### config.mk
export PLATFORM = sky130hd
export DESIGN_NAME = pol_fault_protection_supervisor
export DESIGN_NICKNAME = d
export VERILOG_FILES = /design/src/hw/pol_fault_pkg.sv /design/src/hw/fault_delay_filter.sv /design/src/hw/pol_fault_protection_supervisor.sv
export VERILOG_INCLUDE_DIRS = /design/src /design/src/hw
export SDC_FILE = /design/constraint.sdc
export NUM_CORES = 2
export LEC_CHECK = 0
export BUFFER_PORTS_ARGS = -buffer_cell sky130_fd_sc_hd__buf_4
export CAP_MARGIN = 25
export CORE_MARGIN = 4
export CORE_UTILIZATION = 35
export CTS_CLUSTER_SIZE = 40
export DETAILED_ROUTE_END_ITERATION = 12
export PLACE_DENSITY_LB_ADDON = 0.1
export SETUP_SLACK_MARGIN = 0.05
export SLEW_MARGIN = 40
export SYNTH_ARGS = -nofsm -noshare
export SYNTH_HDL_FRONTEND = slang
export SYNTH_SLANG_ARGS = --single-unit
### constraint.sdc
create_clock -name pclk -period 8.9 [get_ports pclk]
set_input_delay 1.78 -clock pclk [delete_from_list [all_inputs] [get_ports pclk]]
set_output_delay 1.78 -clock pclk [all_outputs]
set_load 0.01 [all_outputs]
### src/hw/pol_fault_params.svh
// offsets, field positions, reset values and timing counts of the fault supervisor
`ifndef POL_FAULT_PARAMS_SVH
`define POL_FAULT_PARAMS_SVH

// ==========================================================
// timing
`define PFS_CLK_MHZ 100
`define PFS_FILTER_DELAY_NS 6000
`define PFS_FILTER_CYCLES ((`PFS_FILTER_DELAY_NS * `PFS_CLK_MHZ) / 1000)
`define PFS_RETRY_MS 130
`define PFS_RETRY_CYCLES (`PFS_RETRY_MS * `PFS_CLK_MHZ * 1000)

// ==========================================================
// register offsets
`define PFS_CTRL_OFS 8'h00
`define PFS_THRESH_OFS 8'h04
`define PFS_SETPOINT_OFS 8'h08
`define PFS_RATED_OFS 8'h0C
`define PFS_STATUS_OFS 8'h10
`define PFS_INT_STATUS_OFS 8'h14
`define PFS_INT_CLEAR_OFS 8'h18
`define PFS_INT_ENABLE_OFS 8'h1C

// ==========================================================
// field positions
`define PFS_CTRL_ENABLE_BIT 0
`define PFS_CTRL_TRACK_BIT 1
`define PFS_CTRL_LATCH_LSB 2
`define PFS_THR_OC_LSB 0
`define PFS_THR_OV_LSB 4
`define PFS_THR_UV_LSB 6
`define PFS_THR_PG_BIT 8

// ==========================================================
// reset values
`define PFS_CTRL_RESET 7'h00
`define PFS_OC_STEP_RESET 4'hA
`define PFS_OV_STEP_RESET 2'h2
`define PFS_UV_STEP_RESET 2'h0
`define PFS_PG_STEP_RESET 1'h0
`define PFS_SETPOINT_RESET 16'h01F4
`define PFS_RATED_RESET 16'h4E20

// ==========================================================
// thresholds, percent and mV and degrees C
`define PFS_OC_PCT_BASE 8'h28
`define PFS_OC_PCT_STEP 8'h0A
`define PFS_OC_STEP_MAX 4'hA
`define PFS_OV_PCT_BASE 8'h6E
`define PFS_OV_PCT_STEP 8'h0A
`define PFS_UV_PCT_BASE 8'h4B
`define PFS_UV_PCT_STEP 8'h05
`define PFS_VSTEP_MAX 2'h2
`define PFS_PG_LOW_BASE 8'h5A
`define PFS_PG_LOW_STEP 8'h05
`define PFS_PG_HIGH_PCT 8'h6E
`define PFS_OV_FLOOR_MV 24'h00_03E8
`define PFS_TRACK_BAND_MV 16'h00FA
`define PFS_OT_OFF_C 10'h082
`define PFS_OT_ON_C 10'h078
`define PFS_WARN_SET_C 10'h078
`define PFS_WARN_CLR_C 10'h075

`endif

### src/hw/pol_fault_pkg.sv
// types of the fault supervisor
package pol_fault_pkg;
    typedef enum logic [1:0] {
        ST_OFF = 2'b00,
        ST_RUN = 2'b01,
        ST_RETRY = 2'b10,
        ST_LATCHED = 2'b11
    } supervisor_state_t;
endpackage

### src/hw/fault_delay_filter.sv
// persistence filter: output follows input once it has held for a fixed count
`timescale 1ns/10ps
`include "pol_fault_params.svh"
module fault_delay_filter #(
    parameter int DELAY = `PFS_FILTER_CYCLES,
    parameter logic RESET_VAL = 1'b0
) (
    input wire logic pclk,
    input wire logic presetn,
    input wire logic raw,
    output logic filtered
);
    localparam int CW = $clog2(DELAY + 1);
    localparam logic [CW-1:0] LAST = CW'(DELAY - 1);
    logic [CW-1:0] cnt;

    // ==========================================================
    // filter
    // a glitch shorter than the delay restarts the count, so it never leaks out
    always_ff @(posedge pclk or negedge presetn) begin
        if (!presetn) begin
            cnt <= '0;
            filtered <= RESET_VAL;
        end else if (raw == filtered) begin
            cnt <= '0;
        end else if (cnt == LAST) begin
            cnt <= '0;
            filtered <= raw;
        end else begin
            cnt <= cnt + 1'b1;
        end
    end

    // ==========================================================
    // checks
    chk_hold_before_change: assert property (@(posedge pclk) disable iff (!presetn)
        $changed(filtered) |-> $past(cnt) == LAST && $past(raw) == filtered)
        else $error("filter output changed before the input held long enough");
endmodule

### src/hw/pol_fault_protection_supervisor.sv
// fault-protection and power-good supervisor for a step-down converter, apb registers
//
// Summary of operation
// - overcurrent trips retry restart every 130 ms by default, or latch when so configured.
// - the overcurrent threshold is one of 11 percent-of-rated steps topping out at 140 percent.
// - the overvoltage threshold is 110, 120 or 130 percent of setpoint, 130 after reset.
// - the effective overvoltage level never falls below 1.0 V.
// - voltage, temperature and tracking faults turn the converter off 6 us after crossing.
// - the undervoltage threshold is 75, 80 or 85 percent of setpoint, 75 after reset.
// - overtemperature shuts down at 130 C and allows restart only once cooled to 120 C.
// - tracking protection, off by default, trips beyond 250 mV deviation during ramp-up only.
// - an always-on temperature warning sets at 120 C with 3 C hysteresis, shown in status.
// - the temperature warning asserts 6 us after crossing its threshold.
// - power good is high inside a 90 or 95 to 110 percent window and low outside it.
// - power good changes state 6 us after the voltage crosses a window bound.
//
// The APB interface to the registers and the placing of the registers were decided locally.
`timescale 1ns/10ps
`include "pol_fault_params.svh"
module pol_fault_protection_supervisor
    import pol_fault_pkg::*;
#(
    parameter int RETRY_CYCLES = `PFS_RETRY_CYCLES,
    parameter int FILTER_CYCLES = `PFS_FILTER_CYCLES,
    parameter int ADDR_W = 8
) (
    input wire logic pclk,
    input wire logic presetn,
    input wire logic psel,
    input wire logic penable,
    input wire logic pwrite,
    input wire logic [ADDR_W-1:0] paddr,
    input wire logic [31:0] pwdata,
    output logic [31:0] prdata,
    output logic pready,
    output logic pslverr,
    input wire logic [15:0] vout_mv,
    input wire logic [15:0] iout_ma,
    input wire logic signed [9:0] temp_c,
    input wire logic [15:0] track_ref_mv,
    input wire logic ramp_up,
    output logic shutdown_req,
    output logic power_good_output,
    output logic ot_warning,
    output logic irq
);
    localparam int RW = $clog2(RETRY_CYCLES + 1);
    localparam logic [RW-1:0] RETRY_LAST = RW'(RETRY_CYCLES - 1);
    localparam logic signed [9:0] OT_OFF = `PFS_OT_OFF_C;
    localparam logic signed [9:0] OT_ON = `PFS_OT_ON_C;
    localparam logic signed [9:0] WARN_SET = `PFS_WARN_SET_C;
    localparam logic signed [9:0] WARN_CLR = `PFS_WARN_CLR_C;
    localparam logic [7:0] HUNDRED = 8'h64;

    // ==========================================================
    // registers
    logic out_enable;
    logic track_en;
    logic [4:0] latch_mode;
    logic [3:0] oc_step;
    logic [1:0] ov_step;
    logic [1:0] uv_step;
    logic pg_step;
    logic [15:0] setpoint_mv;
    logic [15:0] rated_ma;
    logic [6:0] int_status;
    logic [6:0] int_enable;
    supervisor_state_t state;
    logic [RW-1:0] retry_cnt;

    logic wr_en;
    logic rd_setup;
    logic unmapped;
    logic [31:0] next_rdata;
    logic [6:0] clr_mask;
    logic [4:0] fault_flags;

    function automatic logic [23:0] pct_of(input logic [15:0] base, input logic [7:0] pct);
        pct_of = {8'h00, base} * {16'h0000, pct};
    endfunction

    // ==========================================================
    // apb slave
    assign pready = 1'b1;
    assign wr_en = psel && penable && pwrite;
    assign rd_setup = psel && !penable && !pwrite;
    assign pslverr = psel && penable && unmapped;

    always_comb begin
        next_rdata = 32'h0000_0000;
        unmapped = 1'b0;
        if (paddr == `PFS_CTRL_OFS) begin
            next_rdata[6:0] = {latch_mode, track_en, out_enable};
        end else if (paddr == `PFS_THRESH_OFS) begin
            next_rdata[8:0] = {pg_step, uv_step, ov_step, oc_step};
        end else if (paddr == `PFS_SETPOINT_OFS) begin
            next_rdata[15:0] = setpoint_mv;
        end else if (paddr == `PFS_RATED_OFS) begin
            next_rdata[15:0] = rated_ma;
        end else if (paddr == `PFS_STATUS_OFS) begin
            next_rdata[8:0] = {state, power_good_output, ot_warning, fault_flags};
        end else if (paddr == `PFS_INT_STATUS_OFS) begin
            next_rdata[6:0] = int_status;
        end else if (paddr == `PFS_INT_CLEAR_OFS) begin
            next_rdata = 32'h0000_0000;
        end else if (paddr == `PFS_INT_ENABLE_OFS) begin
            next_rdata[6:0] = int_enable;
        end else begin
            unmapped = 1'b1;
        end
    end

    // read data is captured in the setup cycle so the access cycle sees a flop
    always_ff @(posedge pclk or negedge presetn) begin
        if (!presetn) begin
            prdata <= 32'h0000_0000;
        end else if (rd_setup) begin
            prdata <= next_rdata;
        end
    end

    always_ff @(posedge pclk or negedge presetn) begin
        if (!presetn) begin
            {latch_mode, track_en, out_enable} <= `PFS_CTRL_RESET;
            oc_step <= `PFS_OC_STEP_RESET;
            ov_step <= `PFS_OV_STEP_RESET;
            uv_step <= `PFS_UV_STEP_RESET;
            pg_step <= `PFS_PG_STEP_RESET;
            setpoint_mv <= `PFS_SETPOINT_RESET;
            rated_ma <= `PFS_RATED_RESET;
            int_enable <= 7'h00;
        end else if (wr_en) begin
            if (paddr == `PFS_CTRL_OFS) begin
                out_enable <= pwdata[`PFS_CTRL_ENABLE_BIT];
                track_en <= pwdata[`PFS_CTRL_TRACK_BIT];
                latch_mode <= pwdata[`PFS_CTRL_LATCH_LSB +: 5];
            end else if (paddr == `PFS_THRESH_OFS) begin
                oc_step <= pwdata[`PFS_THR_OC_LSB +: 4];
                ov_step <= pwdata[`PFS_THR_OV_LSB +: 2];
                uv_step <= pwdata[`PFS_THR_UV_LSB +: 2];
                pg_step <= pwdata[`PFS_THR_PG_BIT];
            end else if (paddr == `PFS_SETPOINT_OFS) begin
                setpoint_mv <= pwdata[15:0];
            end else if (paddr == `PFS_RATED_OFS) begin
                rated_ma <= pwdata[15:0];
            end else if (paddr == `PFS_INT_ENABLE_OFS) begin
                int_enable <= pwdata[6:0];
            end
        end
    end

    // ==========================================================
    // thresholds
    logic [3:0] oc_eff;
    logic [1:0] ov_eff;
    logic [1:0] uv_eff;
    logic [7:0] oc_pct;
    logic [7:0] ov_pct;
    logic [7:0] uv_pct;
    logic [7:0] pg_low_pct;
    logic [23:0] vout_x100;
    logic [23:0] ov_level;
    logic [23:0] ov_floor_x100;
    logic [23:0] ov_eff_level;
    logic [16:0] track_diff;

    // out-of-range codes clamp to the top step instead of wrapping
    assign oc_eff = (oc_step > `PFS_OC_STEP_MAX) ? `PFS_OC_STEP_MAX : oc_step;
    assign ov_eff = (ov_step > `PFS_VSTEP_MAX) ? `PFS_VSTEP_MAX : ov_step;
    assign uv_eff = (uv_step > `PFS_VSTEP_MAX) ? `PFS_VSTEP_MAX : uv_step;
    assign oc_pct = `PFS_OC_PCT_BASE + `PFS_OC_PCT_STEP * {4'h0, oc_eff};
    assign ov_pct = `PFS_OV_PCT_BASE + `PFS_OV_PCT_STEP * {6'h00, ov_eff};
    assign uv_pct = `PFS_UV_PCT_BASE + `PFS_UV_PCT_STEP * {6'h00, uv_eff};
    assign pg_low_pct = `PFS_PG_LOW_BASE + (pg_step ? `PFS_PG_LOW_STEP : 8'h00);

    assign vout_x100 = pct_of(vout_mv, HUNDRED);
    assign ov_level = pct_of(setpoint_mv, ov_pct);
    assign ov_floor_x100 = 24'(`PFS_OV_FLOOR_MV * HUNDRED);
    assign ov_eff_level = (ov_level < ov_floor_x100) ? ov_floor_x100 : ov_level;
    assign track_diff = (vout_mv > track_ref_mv) ? {1'b0, vout_mv} - {1'b0, track_ref_mv}
                                                 : {1'b0, track_ref_mv} - {1'b0, vout_mv};

    // ==========================================================
    // raw comparisons
    logic oc_raw;
    logic ov_raw;
    logic uv_raw;
    logic trk_raw;
    logic pg_raw;
    logic ot_hyst;
    logic warn_raw;

    assign oc_raw = pct_of(iout_ma, HUNDRED) > pct_of(rated_ma, oc_pct);
    assign ov_raw = vout_x100 > ov_eff_level;
    // undervoltage is blanked while the output ramps, else every soft start would trip it
    assign uv_raw = (state == ST_RUN) && !ramp_up
                    && (vout_x100 < pct_of(setpoint_mv, uv_pct));
    assign trk_raw = track_en && ramp_up && (track_diff > {1'b0, `PFS_TRACK_BAND_MV});
    assign pg_raw = (vout_x100 >= pct_of(setpoint_mv, pg_low_pct))
                    && (vout_x100 <= pct_of(setpoint_mv, `PFS_PG_HIGH_PCT));

    always_ff @(posedge pclk or negedge presetn) begin
        if (!presetn) begin
            ot_hyst <= 1'b0;
        end else if (temp_c >= OT_OFF) begin
            ot_hyst <= 1'b1;
        end else if (temp_c <= OT_ON) begin
            ot_hyst <= 1'b0;
        end
    end

    always_ff @(posedge pclk or negedge presetn) begin
        if (!presetn) begin
            warn_raw <= 1'b0;
        end else if (temp_c >= WARN_SET) begin
            warn_raw <= 1'b1;
        end else if (temp_c <= WARN_CLR) begin
            warn_raw <= 1'b0;
        end
    end

    // ==========================================================
    // delay filters
    logic [5:0] filt_in;
    logic [5:0] filt_out;
    assign filt_in = {pg_raw, warn_raw, trk_raw, ot_hyst, uv_raw, ov_raw};

    genvar gi;
    generate
        for (gi = 0; gi < 6; gi++) begin : g_filt
            fault_delay_filter #(
                .DELAY(FILTER_CYCLES),
                .RESET_VAL(1'b0)
            ) u_filt (
                .pclk(pclk),
                .presetn(presetn),
                .raw(filt_in[gi]),
                .filtered(filt_out[gi])
            );
        end
    endgenerate

    // overcurrent acts at once, no persistence
    assign fault_flags = {filt_out[3:0], oc_raw};
    assign ot_warning = filt_out[4];
    assign power_good_output = filt_out[5];

    // ==========================================================
    // shutdown and recovery
    logic any_trip;
    logic latch_trip;
    assign any_trip = |fault_flags;
    assign latch_trip = |(fault_flags & latch_mode);

    always_ff @(posedge pclk or negedge presetn) begin
        if (!presetn) begin
            state <= ST_OFF;
        end else if (!out_enable) begin
            state <= ST_OFF;
        end else begin
            case (state)
                ST_OFF: begin
                    state <= ST_RUN;
                end
                ST_RUN: begin
                    if (latch_trip) begin
                        state <= ST_LATCHED;
                    end else if (any_trip) begin
                        state <= ST_RETRY;
                    end
                end
                ST_RETRY: begin
                    if (retry_cnt == RETRY_LAST && !ot_hyst && !fault_flags[3]) begin
                        state <= ST_RUN;
                    end
                end
                ST_LATCHED: begin
                    state <= ST_LATCHED;
                end
                default: begin
                    state <= ST_OFF;
                end
            endcase
        end
    end

    // the count saturates, so a hot part restarts as soon as its filtered overtemperature flag clears after cooling
    always_ff @(posedge pclk or negedge presetn) begin
        if (!presetn) begin
            retry_cnt <= '0;
        end else if (state != ST_RETRY) begin
            retry_cnt <= '0;
        end else if (retry_cnt != RETRY_LAST) begin
            retry_cnt <= retry_cnt + 1'b1;
        end
    end

    assign shutdown_req = (state != ST_RUN);

    // ==========================================================
    // interrupts
    logic [6:0] events;
    logic [4:0] flags_q;
    logic warn_q;
    logic pg_q;

    always_ff @(posedge pclk or negedge presetn) begin
        if (!presetn) begin
            flags_q <= 5'h00;
            warn_q <= 1'b0;
            pg_q <= 1'b0;
        end else begin
            flags_q <= fault_flags;
            warn_q <= ot_warning;
            pg_q <= power_good_output;
        end
    end

    assign events = {pg_q & ~power_good_output, ot_warning & ~warn_q, fault_flags & ~flags_q};
    assign clr_mask = (wr_en && paddr == `PFS_INT_CLEAR_OFS) ? pwdata[6:0] : 7'h00;

    // a new event in the clearing cycle survives the clear
    always_ff @(posedge pclk or negedge presetn) begin
        if (!presetn) begin
            int_status <= 7'h00;
        end else begin
            int_status <= (int_status & ~clr_mask) | events;
        end
    end

    assign irq = |(int_status & int_enable);

    // ==========================================================
    // checks
    chk_oc_immediate: assert property (@(posedge pclk) disable iff (!presetn)
        state == ST_RUN && out_enable && oc_raw |=> shutdown_req)
        else $error("overcurrent did not shut down on the next edge");
    chk_ov_floor: assert property (@(posedge pclk) disable iff (!presetn)
        ov_raw |-> vout_mv > 16'h03E8)
        else $error("overvoltage seen below the 1.0 V floor");
    chk_retry_period: assert property (@(posedge pclk) disable iff (!presetn)
        $past(state) == ST_RETRY && state == ST_RUN |-> $past(retry_cnt) == RETRY_LAST)
        else $error("restart before the retry period ran out");
    chk_latched_hold: assert property (@(posedge pclk) disable iff (!presetn)
        state == ST_LATCHED && out_enable |=> state == ST_LATCHED && shutdown_req)
        else $error("latched trip left without an enable cycle");
    chk_latch_select: assert property (@(posedge pclk) disable iff (!presetn)
        state == ST_RUN && out_enable && any_trip && !latch_trip |=> state == ST_RETRY)
        else $error("non-latching trip did not enter retry");
    chk_ot_restart: assert property (@(posedge pclk) disable iff (!presetn)
        $past(state) == ST_RETRY && state == ST_RUN |-> !$past(ot_hyst))
        else $error("restart while still over temperature");
    chk_track_gate: assert property (@(posedge pclk) disable iff (!presetn)
        trk_raw |-> track_en && ramp_up)
        else $error("tracking fault outside an enabled ramp-up");
    chk_warn_set: assert property (@(posedge pclk) disable iff (!presetn)
        temp_c >= WARN_SET |=> warn_raw)
        else $error("warning not armed at its threshold");
    chk_set_wins: assert property (@(posedge pclk) disable iff (!presetn)
        events[0] |=> int_status[0])
        else $error("event lost against a clear");

    cov_retry_restart: cover property (@(posedge pclk) disable iff (!presetn)
        state == ST_RETRY ##1 state == ST_RUN);
    cov_latched: cover property (@(posedge pclk) disable iff (!presetn)
        state == ST_RUN ##1 state == ST_LATCHED);
    cov_pg_rise: cover property (@(posedge pclk) disable iff (!presetn)
        $rose(power_good_output));
    cov_warn_rise: cover property (@(posedge pclk) disable iff (!presetn)
        $rose(ot_warning));
endmodule

==> impl_metrics.yaml <==
outcome:
  status: "complete, no violations"
floorplan:
  die_h_um: 304
  fp.coreArea_sq_um: 86900
  row_count: 108
  initial_utilization_pct: 35.3
  fp.dieArea_sq_um: 92400
  ios: 142
  die_width_um: 304
detailed_routing:
  antenna_left: 0
  wl_per_cell_um: 17.4
  firstDrtPassIters: 5
  route.detailed.drc: 0
  dr_total_vias: 23300
  wirelength_mm: 82.3
  drt_iter0_markers: 1149
  vias_per_cell: 4.92
global_route:
  grt_max_degree: 107
  antenna_found_initial: 4
  grt_pass1_vias: 23700
  grt_usage_pct: 17.7
  global_route.overflow_total: 0
  grt_pass1_wl_mm: 133
timing:
  min_period_ns: 8.38
  hold_viol: 0
  slew-limit-headroom_pct: 37.8
  slew_viol_final: 0
  clock_skew_ns: 0.00755
  min_period_over_period_pct: 94.2
  timing.hold.ws_ns: 0.417
  setup_violations: 0
  fmax_mhz: 119
  worst_pin_slew_ns: 0.926
  worst_slack_ns: 0.518
  fin_tns_setup_ns: 0
  rsz0062_at_grt: "no"
synth:
  synth_fa_ha_area_share_pct: 40.6
  ys_ff_latch: 179
  synth-edff-count: 0
  synth_mux_area_share_pct: 2.55
  yosys_warnings: 0
  syn_inst: 3467
  ys_seq_area_share_pct: 14.7
  synth_top_family_by_area: "adder cells"
  synth-simple-area-share_pct: 16.3
  async_reset_ff_share_pct: 100
  synthDistinctLibCells: 89
  netlist_area_sq_um: 30700
  ys.flop_type: "dfrtp_1"
  synth_compound_area_share_pct: 11.6
  synth-xor-area-share_pct: 5.34
  syn_avg_cell_area_sq_um: 8.84
clocking:
  cts-root-buf: "clkbuf_16"
  clk_pin_slew_worst_paths_ns: 0.07
  cts_made_buffers: 17
  clock-sinks: 179
  clock_latency_ns: 0.43
  ctsHoldBuffers: 0
  cts_tree: "built"
  h-tree-depth: 4
  clock_path_buffers: 2
critical_path:
  crit_path_frequent_cell: "a21o_1"
  path_buf_inv: 3
  startpoint_type: "register"
  critPathMaxStageDelay_ns: 0.66
  crit_fanout: 12
  critPathTopFamily: "compound AO/OA/AOI/OAI gates"
  rrSetupSlack_ns: 0.52
  end_kind: "register"
  crit_type: "reg2reg"
  arrival_ns: 8.72
  required_ns: 9.23
  crit_slowest_cell: "dfstp_2"
layout:
  drive_above_1_share_pct: 9.05
  multi_input_area_sq_um: 23600
  regArea_sq_um: 4500
  final_cells: 4736
  syn_to_final_growth_pct: 9.91
  fillers: 9009
  fin_nets: 4485
min_path:
  hold_class: "reg2reg"
place:
  port_buffers: 108
  dpl_worst_slack_ns: 0.197
  dp_hpwl_mm: 68.0
  dp_cells: 4702
  gp_congestion: 0.820
power:
  p_total_uw: 3360
  vdd_drop_max_mv: 0.123
  p_per_area_nw_per_um2: 99.8
  p_leak_uw: 0.0180
job:
  cap_violations: 0
[per-stage QoR]
stage          area, sq um  utilization, %
2_1_floorplan        30700               -
3_3_place_gp         32900            37.9
3_5_place_dp         33000            38.0
4_1_cts              33600            38.7
5_1_grt              33700            38.8
6_report             33700            38.8
[final cells by class]
type / instances / area share [%]
diodes: 1 / 0.00743
clock buffers: 23 / 1.42
clock inverters: 9 / 0.449
inverters: 601 / 6.70
multi-input cells: 2602 / 70.0
flip-flops and latches: 179 / 13.3
well taps: 1155 / 4.29
repair buffers: 166 / 3.76
[Yosys cell counts (24+ instances only)]
library cell	number	area share, %
a21o_1	72	1.8
a21oi_1	135	2.2
and2_1	147	3.0
and3_1	58	1.2
clkbuf_1	63	0.77
dfrtp_1	165	13
fa_1	300	20
ha_1	514	21
inv_1	600	7.3
mux2_2	57	2.1
nand2_1	220	2.7
nand2b_1	48	0.98
nand3_1	89	1.5
nand4_1	28	0.57
nor2_1	205	2.5
nor2b_1	35	0.71
nor3_1	59	0.96
o21a_1	31	0.76
o21ai_0	106	1.7
or3_1	24	0.49
xnor2_1	89	2.5
xor2_1	96	2.7
[cells by family after synthesis]
kind of cell,after synthesis
compound gates,535
xor+xnor,186
fa+ha+maj,814
buf+inv,701
flops,179
mux,71
other cells,2
simple gates,979
[placed cells by master, fill, tap and decap left out, types with 16 or more instances in the layout]
cell type  count
inv_1        599
ha_1         514
fa_1         300
nand2_1      219
nor2_1       203
dfrtp_1      165
buf_4        164
and2_1       147
a21oi_1      134
o21ai_0      104
xor2_1        96
nand3_1       88
xnor2_1       82
a21o_1        72
and3_1        58
nor3_1        57
mux2_2        57
nand2b_1      47
nor2b_1       35
o21a_1        31
nand4_1       28
or3_1         23
a221oi_1      22
nor4_1        18
a31oi_1       18
clkbuf_16     18
conb_1        17
a211oi_1      16
[path summary, 6_finish.rpt]
| check | end | startpoint | cells after the start |
|---|---|---|---|
| min in group asynchronous | retry_cnt[19] | presetn | 1 |
| setup / recovery | g_filt[0].u_filt.cnt[1] | ov_step[1] | 33 |
| setup reg to reg | g_filt[0].u_filt.cnt[1] | ov_step[1] | 33 |
| hold / removal | int_status[1] | flags_q[1] | 1 |
| hold reg to reg | int_status[1] | flags_q[1] | 1 |
| max in group asynchronous | g_filt[3].u_filt.cnt[4] | presetn | 2 |
[routing by layer]
layer	track usage (%)	vias to the layer above	wire, um
li1	-	11700	-
met2	30.2	239	38900
met4	2.29	2	792
met5	0	-	13
met1	25.4	11300	40700
met3	1.22	42	1910
[worst register-to-register path, delay by kind of cell, from the launching register on]
kind                       cells  cell delay, ns
AOI/OAI and AO/OA             15            3.11
DFF                            1            0.66
buffers and inverters          3            0.34
xor gates and xnor gates       1            0.24
adders and majority gates      6            2.60
and+or+nand+nor                8            1.36
[sequential cells by signal, indices dropped and copies added, names as in the netlist, 4 cells and up]
name                    cells
flags_q                     5
g_filt.u_filt.cnt          60
g_filt.u_filt.filtered      6
int_enable                  7
int_status                  7
latch_mode                  5
oc_step                     4
prdata                     16
rated_ma                   16
retry_cnt                  24
setpoint_mv                16
[what timing repair did]
item | CTS | global route
gates resized for setup | 0 | 13
setup endpoints to repair | 0 | 14
setup buffers | 0 | 1
[power by group]
group	internal (uW)	total, uW	switching, uW
logic	682	1630	952
clock network	492	814	321
registers	861	913	51.5
total	2040	3360	1330
Note: power is estimated with default switching activity, not from simulation.
